**config.mk**
```make
export PLATFORM = sky130hd
export DESIGN_NAME = bss_sequencer
export DESIGN_NICKNAME = d
export VERILOG_FILES = /design/src/common/bss_pkg.sv /design/src/core/bss_sequencer.sv /design/src/core/bss_fault_counter.sv
export SDC_FILE = /design/constraint.sdc
export NUM_CORES = 1
export LEC_CHECK = 0
export ABC_CLOCK_PERIOD_IN_PS = 4100
export BUFFER_PORTS_ARGS = -buffer_cell sky130_fd_sc_hd__buf_2
export CORE_MARGIN = 2
export CORE_UTILIZATION = 45
export DETAILED_ROUTE_END_ITERATION = 8
export RECOVER_POWER = 50
export SKIP_LAST_GASP = 1
export SYNTH_ARGS = -nofsm -noshare
export SYNTH_HDL_FRONTEND = slang
export SYNTH_HIERARCHICAL = 1
export SYNTH_SLANG_ARGS = --single-unit
```
**constraint.sdc**
```tcl
create_clock -name clk -period 4.1 [get_ports clk]
set_clock_uncertainty 0.15 [all_clocks]
set_input_delay 0.615 -clock clk [delete_from_list [all_inputs] [get_ports clk]]
set_output_delay 0.615 -clock clk [all_outputs]
set_load 0.05 [all_outputs]
```
**src/common/bss_pkg.sv**
```systemverilog
// Constants and types for the buck start-up and fault sequencer.
// Assumes a single 25 MHz clock domain; analog quantities arrive as mV codes.
package bss_pkg;

  ////////////////////////////////////////////////////////////////////////////
  // Clock and switching timebase
  localparam int        CLK_HZ        = 25_000_000;
  localparam int        SW_HZ         = 600_000;
  localparam int        PH_W          = 6;
  localparam logic [5:0] SW_PERIOD_CYC = 6'(CLK_HZ / SW_HZ);                 // 41 cycles
  localparam int        DUTY_MAX_PCT  = 95;
  localparam logic [5:0] HS_MAX_ON_CYC = 6'((CLK_HZ / SW_HZ) * DUTY_MAX_PCT / 100); // 38
  localparam logic [5:0] BLANK_CYC     = 6'h04;       // Comparator blanking after HS turn-on

  ////////////////////////////////////////////////////////////////////////////
  // Calibration and soft-start timing
  localparam int CYC_PER_US        = CLK_HZ / 1_000_000;
  localparam int CAL_SAMPLE_US     = 1000;
  localparam int CAL_SAMPLE_CYC    = CAL_SAMPLE_US * CYC_PER_US;
  localparam int CAL_END_US        = 1500;
  localparam int CAL_END_CYC       = CAL_END_US * CYC_PER_US;
  localparam int SS_RATE_MV_PER_MS = 250;
  localparam int SS_STEP_CYC       = (CLK_HZ / 1000) / SS_RATE_MV_PER_MS;   // 1 mV per step
  localparam int REF_FULL_MV       = 1500;
  localparam int SS_FULL_US        = 6000;
  localparam int SS_PERIOD_CYC     = SS_FULL_US * CYC_PER_US;
  localparam int TMR_W             = 18;
  localparam int STEP_W            = 7;
  localparam int MV_W              = 11;

  ////////////////////////////////////////////////////////////////////////////
  // Overload trip thresholds in mV
  localparam logic [9:0] TRIP_LOW_MV  = 10'h069;      // 105 mV
  localparam logic [9:0] TRIP_MID_MV  = 10'h0B4;      // 180 mV
  localparam logic [9:0] TRIP_HIGH_MV = 10'h136;      // 310 mV

  ////////////////////////////////////////////////////////////////////////////
  // Fault counting
  localparam int        FC_W            = 3;
  localparam logic [2:0] FAULT_LIMIT     = 3'h7;
  localparam logic [2:0] TIMEOUT_PERIODS = 3'h7;

  typedef enum logic [1:0] {
    TRIP_MID  = 2'h0,
    TRIP_LOW  = 2'h1,
    TRIP_HIGH = 2'h2
  } bss_trip_type;

  // Sensed current out of the error amplifier pin during calibration
  typedef enum logic [1:0] {
    CUR_ZERO  = 2'h0,
    CUR_LARGE = 2'h1,
    CUR_SMALL = 2'h2
  } bss_current_type;

  typedef enum logic [2:0] {
    S_OFF   = 3'h0,
    S_CAL   = 3'h1,
    S_SOFT  = 3'h2,
    S_RUN   = 3'h3,
    S_FAULT = 3'h4
  } bss_state_type;

endpackage : bss_pkg

```
**src/core/bss_sequencer.sv**
```systemverilog
// Start-up, soft-start, pre-bias and overcurrent sequencer for a buck controller.
// Assumes comparator and analog results arrive synchronous to clk as codes in mV.
// Operation
// Undervoltage: oscillator stopped, both gates off
// Start needs supply good and enable low
// Enable counts only when pulled well low
// Calibrate current sense before soft-start
// Sample sensed current at fixed time
// Pick low, middle or high trip level
// Latch level, disconnect sensing, then soft-start
// Reference ramps at constant rate, then holds
// Ramp time proportional to external reference
// Current limit active throughout soft-start
// Pulses wait until ramp exceeds feedback
// Low-side starts narrow, widens each cycle
// Widen until meeting high-side fall, then sync
// Output above target: rectifier on at end
// Blank comparator; compare only while fully on
// Overcurrent pulse ends high-side pulse immediately
// Counter up after pulse, down otherwise
// Limit reached: fault, both gates off
// Timeout of seven soft-start periods, then retry
// Switching clock fixed internal frequency
// High-side duty capped below full period
// Counter floors at zero, cleared on restart
`timescale 1ns/1ps
module bss_sequencer #(
  parameter int CAL_SAMPLE_CYC = bss_pkg::CAL_SAMPLE_CYC,
  parameter int CAL_END_CYC    = bss_pkg::CAL_END_CYC,
  parameter int SS_PERIOD_CYC  = bss_pkg::SS_PERIOD_CYC
) (
  input  wire logic                     clk,
  input  wire logic                     srst,
  input  wire logic                     supply_ok,
  input  wire logic                     enable_n,
  input  wire logic [1:0]               overload_trip_current,
  input  wire logic [bss_pkg::MV_W-1:0] external_reference_pin,
  input  wire logic [bss_pkg::MV_W-1:0] feedback_input,
  input  wire logic [5:0]               duty_cmd,
  input  wire logic [9:0]               hs_drop_mv,
  output logic                          high_side_gate_drive,
  output logic                          low_side_gate_drive,
  output logic                          cal_sense_on,
  output logic [1:0]                    overload_trip_level,
  output logic [bss_pkg::MV_W-1:0]      soft_start_ref,
  output logic                          fault_active,
  output logic                          regulating
);

  localparam int TW = bss_pkg::TMR_W;
  localparam int MW = bss_pkg::MV_W;

  bss_pkg::bss_state_type state_r;
  bss_pkg::bss_state_type state_nxt;
  logic [TW-1:0]              tmr_r;
  logic [2:0]                 per_cnt_r;
  logic [bss_pkg::STEP_W-1:0] step_r;
  logic [MW-1:0]              ss_ref_r;
  logic [5:0]                 phase_r;
  logic [5:0]                 ls_w_r;
  logic                       pulses_en_r;
  logic                       full_sync_r;
  logic                       oc_kill_r;
  logic                       oc_seen_r;
  logic                       hs_r;
  logic                       ls_r;
  logic                       cal_sense_r;
  logic [1:0]                 trip_sel_r;
  logic                       fault_r;
  logic                       reg_r;
  logic [bss_pkg::FC_W-1:0]   fc_count;
  logic                       fc_trip;

  ////////////////////////////////////////////////////////////////////////////
  // Qualifying conditions and timer decodes
  wire en_ok      = supply_ok && !enable_n;
  wire cal_sample = (state_r == bss_pkg::S_CAL) && (tmr_r == TW'(CAL_SAMPLE_CYC - 1));
  wire cal_done   = (state_r == bss_pkg::S_CAL) && (tmr_r == TW'(CAL_END_CYC - 1));
  wire ss_tick    = (tmr_r == TW'(SS_PERIOD_CYC - 1));
  wire to_done    = (state_r == bss_pkg::S_FAULT) && ss_tick &&
                    (per_cnt_r == bss_pkg::TIMEOUT_PERIODS - 3'h1);
  wire step_end   = (step_r == bss_pkg::STEP_W'(bss_pkg::SS_STEP_CYC - 1));
  wire ramp_top   = (ss_ref_r >= external_reference_pin);
  wire active     = (state_r == bss_pkg::S_SOFT) || (state_r == bss_pkg::S_RUN);

  ////////////////////////////////////////////////////////////////////////////
  // Switching timebase; stops whenever the supply is low
  wire period_end = (phase_r == bss_pkg::SW_PERIOD_CYC - 6'h01);
  wire [5:0] phase_nxt = (!supply_ok || period_end) ? 6'h00 : phase_r + 6'h01;

  ////////////////////////////////////////////////////////////////////////////
  // Calibration decode: large current means low-resistance strap
  wire [1:0] trip_decode =
    (overload_trip_current == bss_pkg::CUR_LARGE) ? bss_pkg::TRIP_LOW :
    (overload_trip_current == bss_pkg::CUR_SMALL) ? bss_pkg::TRIP_HIGH :
    bss_pkg::TRIP_MID;
  wire [9:0] trip_mv =
    (trip_sel_r == bss_pkg::TRIP_LOW)  ? bss_pkg::TRIP_LOW_MV :
    (trip_sel_r == bss_pkg::TRIP_HIGH) ? bss_pkg::TRIP_HIGH_MV :
    bss_pkg::TRIP_MID_MV;

  ////////////////////////////////////////////////////////////////////////////
  // High-side pulse: duty clamp keeps a bootstrap recharge gap every cycle
  wire [5:0] hs_len   = (duty_cmd > bss_pkg::HS_MAX_ON_CYC) ? bss_pkg::HS_MAX_ON_CYC
                                                            : duty_cmd;
  wire pwm_act        = active && en_ok && pulses_en_r && !fc_trip;
  // Comparator window opens only after blanking, while the switch is on
  wire oc_win         = hs_r && (phase_r > bss_pkg::BLANK_CYC);
  wire oc_pulse       = oc_win && active && (hs_drop_mv > trip_mv);
  wire hs_want        = pwm_act && (phase_nxt < hs_len) && !oc_pulse &&
                        !(oc_kill_r && !period_end);

  ////////////////////////////////////////////////////////////////////////////
  // Low-side pulse: ends at period end, leading edge walks earlier
  wire [5:0] ls_start = bss_pkg::SW_PERIOD_CYC - ls_w_r;
  wire       meets_hs = (ls_start <= hs_len);
  wire       ls_phase = full_sync_r ? (phase_nxt >= hs_len) || (oc_kill_r || oc_pulse)
                                    : (phase_nxt >= ls_start) && (ls_w_r != 6'h00);
  wire       ls_want  = pwm_act && !hs_want && !hs_r && ls_phase;
  wire       prebias_high = (feedback_input > external_reference_pin);

  ////////////////////////////////////////////////////////////////////////////
  // Sequencer next state; disable or undervoltage wins over everything
  always_comb begin
    state_nxt = state_r;
    case (state_r)
      bss_pkg::S_OFF:   if (en_ok) state_nxt = bss_pkg::S_CAL;
      bss_pkg::S_CAL:   if (cal_done) state_nxt = bss_pkg::S_SOFT;
      bss_pkg::S_SOFT: begin
        if (fc_trip) state_nxt = bss_pkg::S_FAULT;
        else if (ramp_top) state_nxt = bss_pkg::S_RUN;
      end
      bss_pkg::S_RUN:   if (fc_trip) state_nxt = bss_pkg::S_FAULT;
      bss_pkg::S_FAULT: if (to_done) state_nxt = bss_pkg::S_CAL;
      default:          state_nxt = bss_pkg::S_OFF;
    endcase
    if (!en_ok) begin
      state_nxt = bss_pkg::S_OFF;
    end
  end

  ////////////////////////////////////////////////////////////////////////////
  // Timer restarts on each state change; wraps per soft-start period in fault
  wire [TW-1:0] tmr_nxt = (state_nxt != state_r) ? '0 :
                          (state_r == bss_pkg::S_FAULT && ss_tick) ? '0 :
                          (state_r == bss_pkg::S_CAL || state_r == bss_pkg::S_FAULT)
                            ? tmr_r + 1'b1 : '0;
  wire [2:0] per_cnt_nxt = (state_r != bss_pkg::S_FAULT) ? 3'h0 :
                           ss_tick ? per_cnt_r + 3'h1 : per_cnt_r;

  // Sequence state and timers
  always_ff @(posedge clk) begin
    if (srst) begin
      state_r   <= bss_pkg::S_OFF;
      tmr_r     <= '0;
      per_cnt_r <= 3'h0;
      phase_r   <= 6'h00;
    end else begin
      state_r   <= state_nxt;
      tmr_r     <= tmr_nxt;
      per_cnt_r <= per_cnt_nxt;
      phase_r   <= phase_nxt;
    end
  end

  ////////////////////////////////////////////////////////////////////////////
  // Ramp: 1 mV per step, held at the external reference once reached
  wire [MW-1:0] ss_ref_nxt =
    (state_r == bss_pkg::S_RUN) ? external_reference_pin :
    (state_r != bss_pkg::S_SOFT) ? '0 :
    (step_end && !ramp_top) ? ss_ref_r + 1'b1 : ss_ref_r;
  wire [bss_pkg::STEP_W-1:0] step_nxt =
    (state_r != bss_pkg::S_SOFT || step_end) ? '0 : step_r + 1'b1;

  always_ff @(posedge clk) begin
    if (srst) begin
      ss_ref_r <= '0;
      step_r   <= '0;
    end else begin
      ss_ref_r <= ss_ref_nxt;
      step_r   <= step_nxt;
    end
  end

  ////////////////////////////////////////////////////////////////////////////
  // Calibration capture: trip level frozen outside the sample point
  wire [1:0] trip_nxt  = cal_sample ? trip_decode : trip_sel_r;
  wire       sense_nxt = (state_nxt == bss_pkg::S_CAL);

  always_ff @(posedge clk) begin
    if (srst) begin
      trip_sel_r  <= bss_pkg::TRIP_MID;
      cal_sense_r <= 1'b0;
    end else begin
      trip_sel_r  <= trip_nxt;
      cal_sense_r <= sense_nxt;
    end
  end

  ////////////////////////////////////////////////////////////////////////////
  // Pre-bias gating and low-side width growth; reset on every restart
  // Output held above target: rectifier must still come on at ramp end
  wire pulses_nxt = !active ? 1'b0 :
                    (pulses_en_r || ss_ref_r > feedback_input) ||
                    (state_r == bss_pkg::S_SOFT && ramp_top && prebias_high);
  wire [5:0] ls_w_nxt = !pulses_en_r ? 6'h00 :
                        (period_end && !full_sync_r) ? ls_w_r + 6'h01 : ls_w_r;
  wire sync_nxt = !active ? 1'b0 :
                  full_sync_r ||
                  (pulses_en_r && ls_w_r != 6'h00 && meets_hs) ||
                  (state_r == bss_pkg::S_SOFT && ramp_top && prebias_high);
  // Kill latch lasts to the end of the present period
  wire kill_nxt = oc_pulse || (oc_kill_r && !period_end);
  wire seen_nxt = period_end ? 1'b0 : (oc_seen_r || oc_pulse);
  wire fc_clear = !active;

  always_ff @(posedge clk) begin
    if (srst) begin
      pulses_en_r <= 1'b0;
      ls_w_r      <= 6'h00;
      full_sync_r <= 1'b0;
      oc_kill_r   <= 1'b0;
      oc_seen_r   <= 1'b0;
    end else begin
      pulses_en_r <= pulses_nxt;
      ls_w_r      <= ls_w_nxt;
      full_sync_r <= sync_nxt;
      oc_kill_r   <= kill_nxt;
      oc_seen_r   <= seen_nxt;
    end
  end

  // Counts per switching period, an overcurrent pulse in the last cycle counts too
  bss_fault_counter #(
    .FC_W       (bss_pkg::FC_W)
  ) u_fault_counter (
    .clk        (clk),
    .srst       (srst),
    .clear      (fc_clear),
    .period_end (period_end),
    .oc_any     (oc_seen_r || oc_pulse),
    .count      (fc_count),
    .trip       (fc_trip)
  );

  ////////////////////////////////////////////////////////////////////////////
  // Registered pin drives and status
  always_ff @(posedge clk) begin
    if (srst) begin
      hs_r    <= 1'b0;
      ls_r    <= 1'b0;
      fault_r <= 1'b0;
      reg_r   <= 1'b0;
    end else begin
      hs_r    <= hs_want;
      ls_r    <= ls_want;
      fault_r <= (state_nxt == bss_pkg::S_FAULT);
      reg_r   <= (state_nxt == bss_pkg::S_RUN);
    end
  end

  assign high_side_gate_drive = hs_r;
  assign low_side_gate_drive  = ls_r;
  assign cal_sense_on         = cal_sense_r;
  assign overload_trip_level  = trip_sel_r;
  assign soft_start_ref       = ss_ref_r;
  assign fault_active         = fault_r;
  assign regulating           = reg_r;
endmodule : bss_sequencer

```
**src/core/bss_fault_counter.sv**
```systemverilog
// Up/down overcurrent fault counter, one step per switching period.
// Assumes period_end pulses once per switching cycle from the parent.
`timescale 1ns/1ps
module bss_fault_counter #(
  parameter int FC_W = bss_pkg::FC_W
) (
  input  wire logic            clk,
  input  wire logic            srst,
  input  wire logic            clear,
  input  wire logic            period_end,
  input  wire logic            oc_any,
  output logic [FC_W-1:0]      count,
  output logic                 trip
);

  logic [FC_W-1:0] count_r;
  logic [FC_W-1:0] count_nxt;
  wire             at_zero = (count_r == '0);
  wire             at_max  = (count_r == bss_pkg::FAULT_LIMIT);

  ////////////////////////////////////////////////////////////////////////////
  // Step up after a period with a pulse, down otherwise; floor at zero
  assign count_nxt = clear                 ? '0 :
                     !period_end           ? count_r :
                     (oc_any && !at_max)   ? count_r + 1'b1 :
                     (!oc_any && !at_zero) ? count_r - 1'b1 :
                     count_r;

  always_ff @(posedge clk) begin
    if (srst) begin
      count_r <= '0;
    end else begin
      count_r <= count_nxt;
    end
  end

  assign count = count_r;
  assign trip  = at_max;
endmodule : bss_fault_counter

```
Yosys cells after proc, flatten, opt, wreduce, memory -nomap -nowiden. Cells that the tools add are included.

Bitwise gates (word level): 3. Muxes and demuxes: 19. $add $sub $neg: 9. $lt $le $gt $ge: 10. Equal/unequal tests: 21. Reductions and logical operators: 63.

Operators with widths (count): $mux W11 (3); $logic_and A1 B1 Y1 (27); $mux W3 (8); $gt A11 B11 Y1 (2); $add A18 B1 Y18 const B (1); $eq A18 B15 Y1 const B (1); $eq A18 B16 Y1 const B (1); $eq A18 B18 Y1 const B (1); $mux W9 (2); $pmux W3 S5 (1); $add A6 B1 Y6 const B (2); $eq A3 B3 Y1 const B (4); $ge A6 B6 Y1 (2); $logic_not A1 Y1 (12); $logic_or A1 B1 Y1 (12); $mux W6 (2); $add A11 B1 Y11 const B (1); $ge A11 B11 Y1 (1); $gt A10 B9 Y1 (1); $reduce_or A2 Y1 (5); $eq A3 B2 Y1 const B (3); $add A7 B1 Y7 const B (1); $eq A7 B7 Y1 const B (1); $add A3 B1 Y3 const B (2); other kinds (22) (29).

Logic and storage cells: 143. Register bits after elaboration: 68. Output and inout bits: 18. Bits of input ports: 44.

Depth between registers and ports, before layout. Gate-level depths: netlist of run 1.

Depth in word-level cells: 12. Depth in mapped cells: 16. Depth with buffers taken out: 15.

Cells and area by module. Netlist of run 1, hierarchy kept.

Modules (own cells, without submodules): bss_sequencer (times used 1, area each 4714.5 um^2, cells each 571); bss_fault_counter (times used 1, area each 245.2 um^2, cells each 29).

Worst setup path before layout of run 1. Ideal clock, no wire load.

Path type: register -> register. Start point: reg trip_sel_r[1] (netlist: overload_trip_level[1]). End point: reg u_fault_counter.count_r[2] (netlist: u_fault_counter/count[2]). Path slack: 0.524 ns. Library setup time: 0.118 ns. Period minus slack after synthesis: 3.576 ns. Arrival time: 3.309 ns. Stages on the path, launching flop included: 16. Data required time: 3.832 ns. Path buffers: 1. Path through: dfxtp_1 -> ha_1 -> inv_1 -> ha_1 -> nor2b_1 -> o21a_1 -> o21a_1 -> o21ai_0 -> a2111o_1 -> nand2_1 -> buf_6 -> or2b_1 -> fa_1 -> or2_2 -> a21oi_1 -> nor4_1.

Longest elaborated chain between the ends: 10. Elaborated cells between the ends (all ways): 13. Classes of those cells: order compare (1); eq/ne (2); mux (3); reduce/logical (7).

Ends and longest elaborated chain: start: declaration (RTL line bss_sequencer.sv:68) `logic [1:0] trip_sel_r;`; start signal: assignment (RTL line bss_sequencer.sv:192) `trip_sel_r <= bss_pkg::TRIP_MID;`; start signal: assignment (RTL line bss_sequencer.sv:195) `trip_sel_r <= trip_nxt;`; $eq A2 B2 Y1 (RTL line bss_sequencer.sv:99) `(trip_sel_r == bss_pkg::TRIP_HIGH) ? bss_pkg::TRIP_HIGH_MV :`; $mux W9 (RTL line bss_sequencer.sv:99); $mux W9 (*) (RTL line bss_sequencer.sv:98) `(trip_sel_r == bss_pkg::TRIP_LOW) ? bss_pkg::TRIP_LOW_MV :`; $gt A10 B9 Y1 (*) (RTL line bss_sequencer.sv:109) `wire oc_pulse = oc_win && active && (hs_drop_mv > trip_mv);`; $logic_and A1 B1 Y1 (*) (RTL line bss_sequencer.sv:109); $logic_or A1 B1 Y1 (*) (RTL line bss_sequencer.sv:241) `.oc_any (oc_seen_r || oc_pulse),`; $logic_not A1 Y1 (RTL line bss_fault_counter.sv:26) `(!oc_any && !at_zero) ? count_r - 1'b1 :`; $logic_and A1 B1 Y1 (RTL line bss_fault_counter.sv:26); $reduce_bool A2 Y1 (no line); $reduce_and A2 Y1 (no line); end signal: assignment (RTL line bss_fault_counter.sv:33) `count_r <= count_nxt;`; end: declaration (RTL line bss_fault_counter.sv:16) `logic [FC_W-1:0] count_r;`.

Every way passes the cells marked *; elsewhere a longest branch is shown, timed or not. A chain may end at the register's enable or synchronous reset.

Final worst setup path of run 1.
Start point: reg trip_sel_r[0] (netlist: overload_trip_level[0]). End point: reg u_fault_counter.count_r[2] (netlist: u_fault_counter/count[2]).

The elaborated chain is that of the path after synthesis.

==> implementation parameters, run 1 <==
Parameter                              Value

STA
  Maximum clock frequency ... 290 MHz
  Final number of hold-violating endpoints ... 0
  Period Utilization, post-route ... 84.0%
  Number of failing setup endpoints in the final timing report ... 0
  RSZ-0062 raised after global routing ... false
  Worst rel slew slack ... 47.0%
  Hold WS ... 0.310 ns
  Final-report max-slew violation count ... 0
  Minimum period implied by the final worst setup slack ... 3.45 ns
  Slew of the pin with the lowest slew margin ... 0.795 ns
  Setup Total Neg Slack ... 0 ns

Cells and area
  Diode insertion count for antenna repair ... 0
  Number of fill cells in the layout ... 1041
  Net count, final ... 776
  P&R area growth vs syn ... 11.9%
  Sequential cell area ... 1360 µm²
  Count of non-filler cells in the finished layout ... 804
  Fraction of layout cells with a size suffix above 1 ... 12.8%
  Area used by multi-input combinational logic ... 3330 µm²

Drt
  Count of routing violations after the opening detailed-route iteration ... 168
  Number of detailed-routing iterations run before antenna repair ... 4
  Total via count after detailed routing ... 4393
  Total wire length ... 11700 µm
  Remaining antenna violation count after routing ... 0
  DRC violation count after routing ... 0
  Average routed wire per standard cell ... 14.6 µm
  Per-cell via count in the routed design ... 5.46

Power and ir drop
  Standby leakage power ... 2.30 nW
  Part of the total power dissipated in combinational logic ... 8.9%
  Max VDD drop ... 0.000154 V
  Power density normalized to cell area ... 243 nW/µm²
  Total Power ... 1.35 mW
  Share of total power in sequential cells ... 49.3%
  Design internal power ... 1.01 mW
  NetSw ... 0.338 mW
  Switching power as a share of total power ... 25.1%
  Clock network fraction of design power ... 41.8%

Critical path
  Critical path launch point type ... flop
  R2r worst-path depth ... 15
  Element type at the critical path end ... flop
  Largest fanout on the critical path ... 9
  Crit path DAT ... 3.55 ns
  Start of the worst register-to-register path ... overload_trip_level[0]
  Required time at the worst-slack endpoint ... 4.20 ns
  Endpoint of the worst register-to-register path ... u_fault_counter/count[2]
  Register-to-Register Setup Slack ... 0.65 ns
  Path type of the worst setup path ... flop to flop

Yosys
  Number of distinct library cells after synthesis ... 64
  Post-synth net total ... 717
  Most used flip-flop cell after synthesis ... dfxtp_1
  Sequential cell area fraction in the yosys report ... 27.4%
  Combined area of all synthesized cells ... 4960 µm²
  Gate count of the mapped netlist ... 600
  Post-synth ARST share ... 0%
  Area fraction of the dominant cell type after synthesis ... 27.4%
  Largest area contributor in the netlist ... dfxtp_1
  EDFF count, synth ... 0
  Average instance area after synthesis ... 8.27 µm²
  Leading post-synthesis cells by cell area ... dfxtp_1 (27%), ha_1 (18%), a21oi_1 (4.6%)
  Number of flip-flops and latches in the synthesized netlist ... 68
  Syn. warnings ... 6

CTS
  Clk_lat worst skew ... 0.36 ns
  Number of sinks on the clock net ... 68
  CTS tree ... done
  Number of buffers on the longest clock path ... 2
  Clock-pin slew on the worst setup and hold paths ... 0.07 ns
  Cell at the root of the clock tree ... clkbuf_8
  Setup Buffers After CTS ... 0
  Number of buffers inserted during clock tree synthesis ... 9
  Depth of the CTS H-tree ... 3
  Post-cts sizing count ... 0
  Cts hold-fix bufs ... 0

Place
  # port buffers ... 61
  Half-perimeter wire length of the detailed placement result ... 9210 µm
  Weighted congestion at the end of routability-driven global placement ... 0.858
  Cell total after placement ... 788

Worst hold path
  Min-delay worst type ... flop to flop
  Hold path startpoint ... step_r[0]
  Hold worst-path end ... step_r[0]
  Cell depth of the worst min-delay path ... 1

Global routing
  Maximum number of pins on one net before global-route repair ... 21
  Global-route wire length before repair ... 19600 µm
  Via count of the first global-routing pass ... 4198
  Total routing resource utilization after global routing ... 20.9%
  Antenna violations before repair ... 0
  Remaining global-route overflow ... 0

Floorplanning
  Die width ... 109 µm
  Ports placed on the boundary ... 62
  Standard-cell row count ... 38
  Vertical die dimension ... 109 µm
  CORE AREA ... 10800 µm²
  Die Outline Area ... 11900 µm²
  Initial cell density of the core ... 46.0%

Flow run
  Max cap viols ... 0

Status
  Result of the run ... complete, no violations
[through the flow]
step / worst slack [ns] / utilization, % / instance area (µm²)
2_1_floorplan: 0.524 / - / 4960
3_3_place_gp: 0.628 / 49.8 / 5380
3_5_place_dp: 0.507 / 49.8 / 5380
4_1_cts: 0.626 / 51.7 / 5580
5_1_grt: 0.418 / 51.4 / 5550
6_report: 0.654 / 51.4 / 5550
[Yosys cell counts (all sizes together) (9+ instances only)]
| library cell | count |
|---|---|
| inv | 50 |
| nor3 | 18 |
| o21ai | 24 |
| nand2b | 9 |
| a21oi | 57 |
| nand3 | 28 |
| xor2 | 20 |
| dfxtp | 68 |
| and3 | 10 |
| nand4 | 15 |
| ha | 72 |
| nor2b | 11 |
| xnor2 | 20 |
| nand2 | 40 |
| nor2 | 47 |
[flip-flops by register name, summed over array words and instances, names as in the netlist, 2 cells and up]
name	flops
soft_start_ref	11
ls_w_r	6
overload_trip_level	2
u_fault_counter/count	3
step_r	7
state_r	3
phase_r	6
tmr_r	18
per_cnt_r	3
[power by group through the flow]
stage | sequential, mW | clock [mW] | combinational (mW)
final | 0.665 | 0.563 | 0.120
after global placement | 0.680 | 0 | 0.116
after global routing | 0.665 | 0.613 | 0.138
after CTS | 0.665 | 0.585 | 0.121
after floorplan | 0.680 | 0 | 0.0736
after detailed placement | 0.681 | 0 | 0.121
[cell type report]
class | instances | area share (%)
clock buffer | 10 | 2.48
clock inverter | 6 | 1.15
timing repair buffer | 62 | 5.23
sequential | 68 | 24.5
multi-input combinational | 467 | 60.0
tap | 140 | 3.16
inverter | 51 | 3.45
[how the worst max path moves through the flow]
| stage | startpoint | endpoint | depth (start not counted) |
|---|---|---|---|
| 2_1_floorplan | overload_trip_level[1] | u_fault_counter/count[2] | 15 |
| 3_3_place_gp | hs_drop_mv[1] | u_fault_counter/count[2] | 13 |
| 3_5_place_dp | hs_drop_mv[1] | u_fault_counter/count[2] | 13 |
| 4_1_cts | overload_trip_level[1] | u_fault_counter/count[2] | 14 |
| 5_1_grt | overload_trip_level[1] | u_fault_counter/count[2] | 14 |
| 6_report | overload_trip_level[0] | u_fault_counter/count[2] | 15 |
[per-layer routing]
metal	part of all wire [%]	track usage, %	wire (µm)
met5	0	0	0
met1	48	26.7	5600
met2	46	35.1	5430
met3	3.8	3.65	447
met4	1.9	8.15	223
[critical path: stages, from the launching register on]
cell      delay [ns]
dfxtp_1         0.34
inv_1           0.06
ha_1            0.13
inv_1           0.06
ha_1            0.28
nor2b_1         0.13
o21a_1          0.12
o21a_1          0.10
o21ai_0         0.07
a2111o_1        0.44
nand2_1         0.25
or2b_1          0.27
fa_1            0.44
or2_2           0.30
a21oi_1         0.15
nor4_1          0.06
[cells in the final DEF, fill, tap and decap left out, drive strengths merged, types with 4 or more instances in the layout]
| cell type | count |
|---|---|
| nand2 | 40 |
| a21o | 7 |
| xor2 | 20 |
| a31oi | 6 |
| clkinv | 4 |
| nand4 | 15 |
| inv | 50 |
| nor2 | 47 |
| clkbuf | 28 |
| nand3b | 5 |
| and3 | 10 |
| buf | 44 |
| xnor2 | 20 |
| nand2b | 9 |
| o21ai | 24 |
| nor3 | 18 |
| a211oi | 5 |
| o21a | 6 |
| o211ai | 4 |
| nand3 | 28 |
| dfxtp | 68 |
| nor2b | 11 |
| ha | 72 |
| or3 | 8 |
| nor4 | 6 |
| a21oi | 57 |
[logic make-up (layout without fill, tap and decap cells)]
logic type      Yosys count  in the layout  share of synthesized area, %
simple gates            216            216                          22.7
xor+xnor                 40             40                          7.06
flops                    68             68                          27.4
buf+inv                  65            129                          5.32
fa+ha+maj                73             73                          18.6
compound gates          136            136                          18.5
mux                       2              2                         0.404
No activity file was read; power rests on OpenSTA's default activity.
==> run 2: changes to the inputs <==
ABC_AREA = 1   (was unset)
ABC_CLOCK_PERIOD_IN_PS = 2950   (was 4100)
PLACE_DENSITY = 0.67   (was unset)
clock period = 2.95 ns   (was 4.1 ns; I/O delays follow)
==> implementation parameters, run 2 <==
Parameter                              Value

Place
  Weighted congestion at the end of routability-driven global placement ... 0.934 (was 0.858)
  Half-perimeter wire length of the detailed placement result ... 9680 µm (was 9210 µm)
  Cell total after placement ... 914 (was 788)
  # port buffers ... 61 (unchanged)

Flow run
  Max cap viols ... 0 (unchanged)

Cells and area
  Area used by multi-input combinational logic ... 3220 µm² (was 3330 µm²)
  Diode insertion count for antenna repair ... 0 (unchanged)
  Max FFs per register ... 18 (unchanged)
  Commonest non-fill, non-tap cells in the layout ... inv_1 (121), nand2_1 (115), nor2_1 (77) (was ha_1 (72), dfxtp_1 (68), inv_1 (49))
  Commonest non-fill, non-tap cell in the layout ... inv_1 (was ha_1)
  Layout Utilization ... 53.7% (was 51.4%)
  Sequential cell area ... 1360 µm² (about the same)
  Count of non-filler cells in the finished layout ... 930 (was 804)
  Net count, final ... 902 (was 776)
  Fraction of layout cells with a size suffix above 1 ... 13.7% (was 12.8%)
  Number of fill cells in the layout ... 1052 (was 1041)
  P&R area growth vs syn ... 15.1% (was 11.9%)
  Register with the most flip-flops ... tmr_r (unchanged)

Yosys
  Most used flip-flop cell after synthesis ... dfxtp_1 (unchanged)
  Share of synthesized cell area in full adder, half adder and majority cells ... 18.0% (was 18.6%)
  Gate count of the mapped netlist ... 717 (was 600)
  Main combinational cell family by area after synthesis ... simple AND/OR/NAND/NOR gates (unchanged)
  Simple-gate portion of the synthesized area ... 28.7% (was 22.7%)
  Number of flip-flops and latches in the synthesized netlist ... 68 (unchanged)
  Number of distinct library cells after synthesis ... 45 (was 64)
  Sequential cell area fraction in the yosys report ... 26.6% (was 27.4%)
  Largest area contributor in the netlist ... dfxtp_1 (unchanged)
  Xor and xnor area share after synthesis ... 4.10% (was 7.06%)
  Leading cell types by count after synthesis ... inv_1 (119), nand2_1 (116), nor2_1 (77), ha_1 (72), dfxtp_1 (68) (was ha_1 (72), dfxtp_1 (68), inv_1 (49), nor2_1 (47), a21oi_1 (46))
  EDFF count, synth ... 0 (unchanged)
  Leading post-synthesis cells by cell area ... dfxtp_1 (27%), ha_1 (18%), inv_1 (8.7%) (was dfxtp_1 (27%), ha_1 (18%), a21oi_1 (4.6%))
  Post-synth ARST share ... 0% (unchanged)
  Syn. warnings ... 6 (unchanged)
  Average instance area after synthesis ... 7.14 µm² (was 8.27 µm²)
  Post-synth net total ... 834 (was 717)
  Area fraction in compound gates after synthesis ... 12.4% (was 18.5%)
  Most frequent cell after synthesis ... inv_1 (was ha_1)
  Post-synthesis mux area share ... 0% (was 0.404%)
  Area fraction of the dominant cell type after synthesis ... 26.6% (was 27.4%)
  Combined area of all synthesized cells ... 5120 µm² (was 4960 µm²)

STA
  Worst rel slew slack ... 59.2% (was 47.0%)
  Minimum period implied by the final worst setup slack ... 2.83 ns (was 3.45 ns)
  Hold WS ... 0.230 ns (was 0.310 ns)
  Final number of hold-violating endpoints ... 0 (unchanged)
  Number of failing setup endpoints in the final timing report ... 0 (unchanged)
  Final-report max-slew violation count ... 0 (unchanged)
  RSZ-0062 raised after global routing ... true (was false)
  Slew of the pin with the lowest slew margin ... 0.614 ns (was 0.795 ns)
  Period Utilization, post-route ... 95.9% (was 84.0%)
  Setup Total Neg Slack ... 0 ns (unchanged)
  Maximum clock frequency ... 354 MHz (was 290 MHz)

Power and ir drop
  Max VDD drop ... 0.000444 V (was 0.000154 V)
  NetSw ... 0.514 mW (was 0.338 mW)
  Total Power ... 2.35 mW (was 1.35 mW)
  Switching power as a share of total power ... 21.8% (was 25.1%)
  Share of total power in sequential cells ... 39.3% (was 49.3%)
  Part of the total power dissipated in combinational logic ... 7.8% (was 8.9%)
  Design internal power ... 1.84 mW (was 1.01 mW)
  Standby leakage power ... 2.69 nW (was 2.30 nW)
  Clock network fraction of design power ... 53.0% (was 41.8%)
  Power density normalized to cell area ... 399 nW/µm² (was 243 nW/µm²)

Global routing
  Antenna violations before repair ... 0 (unchanged)
  Remaining global-route overflow ... 0 (unchanged)
  Maximum number of pins on one net before global-route repair ... 23 (was 21)
  Total routing resource utilization after global routing ... 19.6% (was 20.9%)
  Global-route wire length before repair ... 20200 µm (was 19600 µm)
  Via count of the first global-routing pass ... 4532 (was 4198)

Critical path
  Largest fanout on the critical path ... 5 (was 9)
  CP max-delay cell ... fa_1 (was a2111o_1)
  Required time at the worst-slack endpoint ... 3.03 ns (was 4.20 ns)
  Critical Path, Cell by Cell ... inv_1 > ha_2 > inv_1 > ha_1 > a21oi_1 > o21ai_0 > nand2_1 > o2111ai_1 > nand3_1 > nand2_2 > nand2_2 > fa_1 > nand3_1 > nand2_2 > a21oi_1 > nor2_1 (was inv_1 > ha_1 > inv_1 > ha_1 > nor2b_1 > o21a_1 > o21a_1 > o21ai_0 > a2111o_1 > nand2_1 > or2b_1 > fa_1 > or2_2 > a21oi_1 > nor4_1)
  Most prevalent standard cell on the critical path ... nand2_2
  Element type at the critical path end ... flop (unchanged)
  Largest stage delay on the critical path ... 0.39 ns (was 0.44 ns)
  Critical path launch point type ... flop (unchanged)
  Crit path DAT ... 2.90 ns (was 3.55 ns)
  Path type of the worst setup path ... flop to flop (unchanged)

Floorplanning
  Die Outline Area ... 12300 µm² (was 11900 µm²)
  Initial cell density of the core ... 46.6% (was 46.0%)
  CORE AREA ... 11000 µm² (was 10800 µm²)
  Ports placed on the boundary ... 62 (unchanged)
  Vertical die dimension ... 111 µm (was 109 µm)
  Standard-cell row count ... 38 (unchanged)
  Die width ... 111 µm (was 109 µm)

Drt
  DRC violation count after routing ... 0 (unchanged)
  Per-cell via count in the routed design ... 5.11 (was 5.46)
  Average routed wire per standard cell ... 12.9 µm (was 14.6 µm)
  Count of routing violations after the opening detailed-route iteration ... 285 (was 168)
  Number of detailed-routing iterations run before antenna repair ... 5 (was 4)
  Total wire length ... 12000 µm (was 11700 µm)
  Total via count after detailed routing ... 4753 (was 4393)
  Remaining antenna violation count after routing ... 0 (unchanged)

CTS
  Setup Buffers After CTS ... 0 (unchanged)
  Number of buffers inserted during clock tree synthesis ... 9 (unchanged)
  Cell at the root of the clock tree ... clkbuf_16 (was clkbuf_8)
  Clk_lat worst skew ... 0.33 ns (was 0.36 ns)
  CTS tree ... done (unchanged)
  Number of sinks on the clock net ... 68 (unchanged)
  Number of buffers on the longest clock path ... 2 (unchanged)
  Depth of the CTS H-tree ... 3 (unchanged)
  Clock-pin slew on the worst setup and hold paths ... 0.05 ns (was 0.07 ns)
  Cts hold-fix bufs ... 0 (unchanged)

Worst hold path
  Min-delay worst type ... primary input to flop (was flop to flop)

Status
  Result of the run ... complete, no violations (unchanged)
-- run 2: cell count changes in the layout (fill, tap and decap cells not counted), sizes merged, moves of 9 or more --
cell / delta
o21ai: +11
nand3: +13
nor2b: -11
nand2: +83
xnor2: -13
and3: -9
nand2b: -9
inv: +77
nor3: +16
nor2: +39
-- run 2: path summary, 6_finish.rpt --
| path | start | slack, ns | end | cells past startpoint |
|---|---|---|---|---|
| setup / recovery | overload_trip_level[1] | 0.12 | u_fault_counter/count[2] | 16 |
| hold / removal | external_reference_pin[7] | 0.23 | soft_start_ref[7] | 3 |
| setup reg to reg | overload_trip_level[1] | 0.12 | u_fault_counter/count[2] | 16 |
| hold reg to reg | step_r[0] | 0.29 | step_r[0] | 1 |
-- run 2: cell families (layout without fill, tap and decap cells) --
| kind of cell | count (synthesis) | after routing |
|---|---|---|
| AO/OA/AOI/OAI | 113 | 113 |
| XOR/XNOR | 24 | 24 |
| adder cells (fa/ha/maj) | 73 | 73 |
| buffers and inverters | 134 | 207 |
| flip-flops | 68 | 68 |
| AND/OR/NAND/NOR | 305 | 305 |
-- run 2: through the flow --
stage / area, µm² / worst slack (ns)
6_report: 5890 / 0.122
5_1_grt: 5890 / -0.115
4_1_cts: 5930 / 0.0439
3_5_place_dp: 5580 / 0.0514
3_3_place_gp: 5580 / 0.177
2_1_floorplan: 5120 / 0.0445
-- run 2: timing repair --
item | in CTS | in global routing
setup endpoints to repair | 0 | 3
gates resized for setup | 0 | 5
hold endpoints to repair | 0 | 0
-- run 2: worst max-delay path, delay by kind of cell (launching register included) --
family                     cells  cell delay [ns]
DFF                            1             0.32
buffers and inverters          2             0.15
AOI/OAI and AO/OA              4             0.45
adders and majority gates      3             0.90
and+or+nand+nor                7             0.73
-- run 2: area by class of cell --
class                   count  share of cell area [%]
multi-input cells         515                    54.7
flip-flops and latches     68                    23.1
inverters                 128                    8.24
repair buffers             63                    5.07
clock buffers              10                    4.05
well taps                 140                    2.97
clock inverters             6                    1.89
-- run 2: per-layer routing --
metal	wire length (µm)	vias to the layer above	global-route usage (%)
met2	5530	82	32.8
met4	108	0	3.92
met3	505	12	4.54
li1	-	2509	-
met1	5850	2150	26.0
met5	0	-	0
-- run 2: power by group through the flow --
stage          Combinational (mW)  Sequential [mW]  Clock [mW]
2_1_floorplan               0.112            0.946           0
3_3_place_gp                0.173            0.944           0
3_5_place_dp                0.181            0.944           0
4_1_cts                     0.182            0.924        1.27
5_1_grt                     0.210            0.924        1.30
6_report                    0.183            0.924        1.25
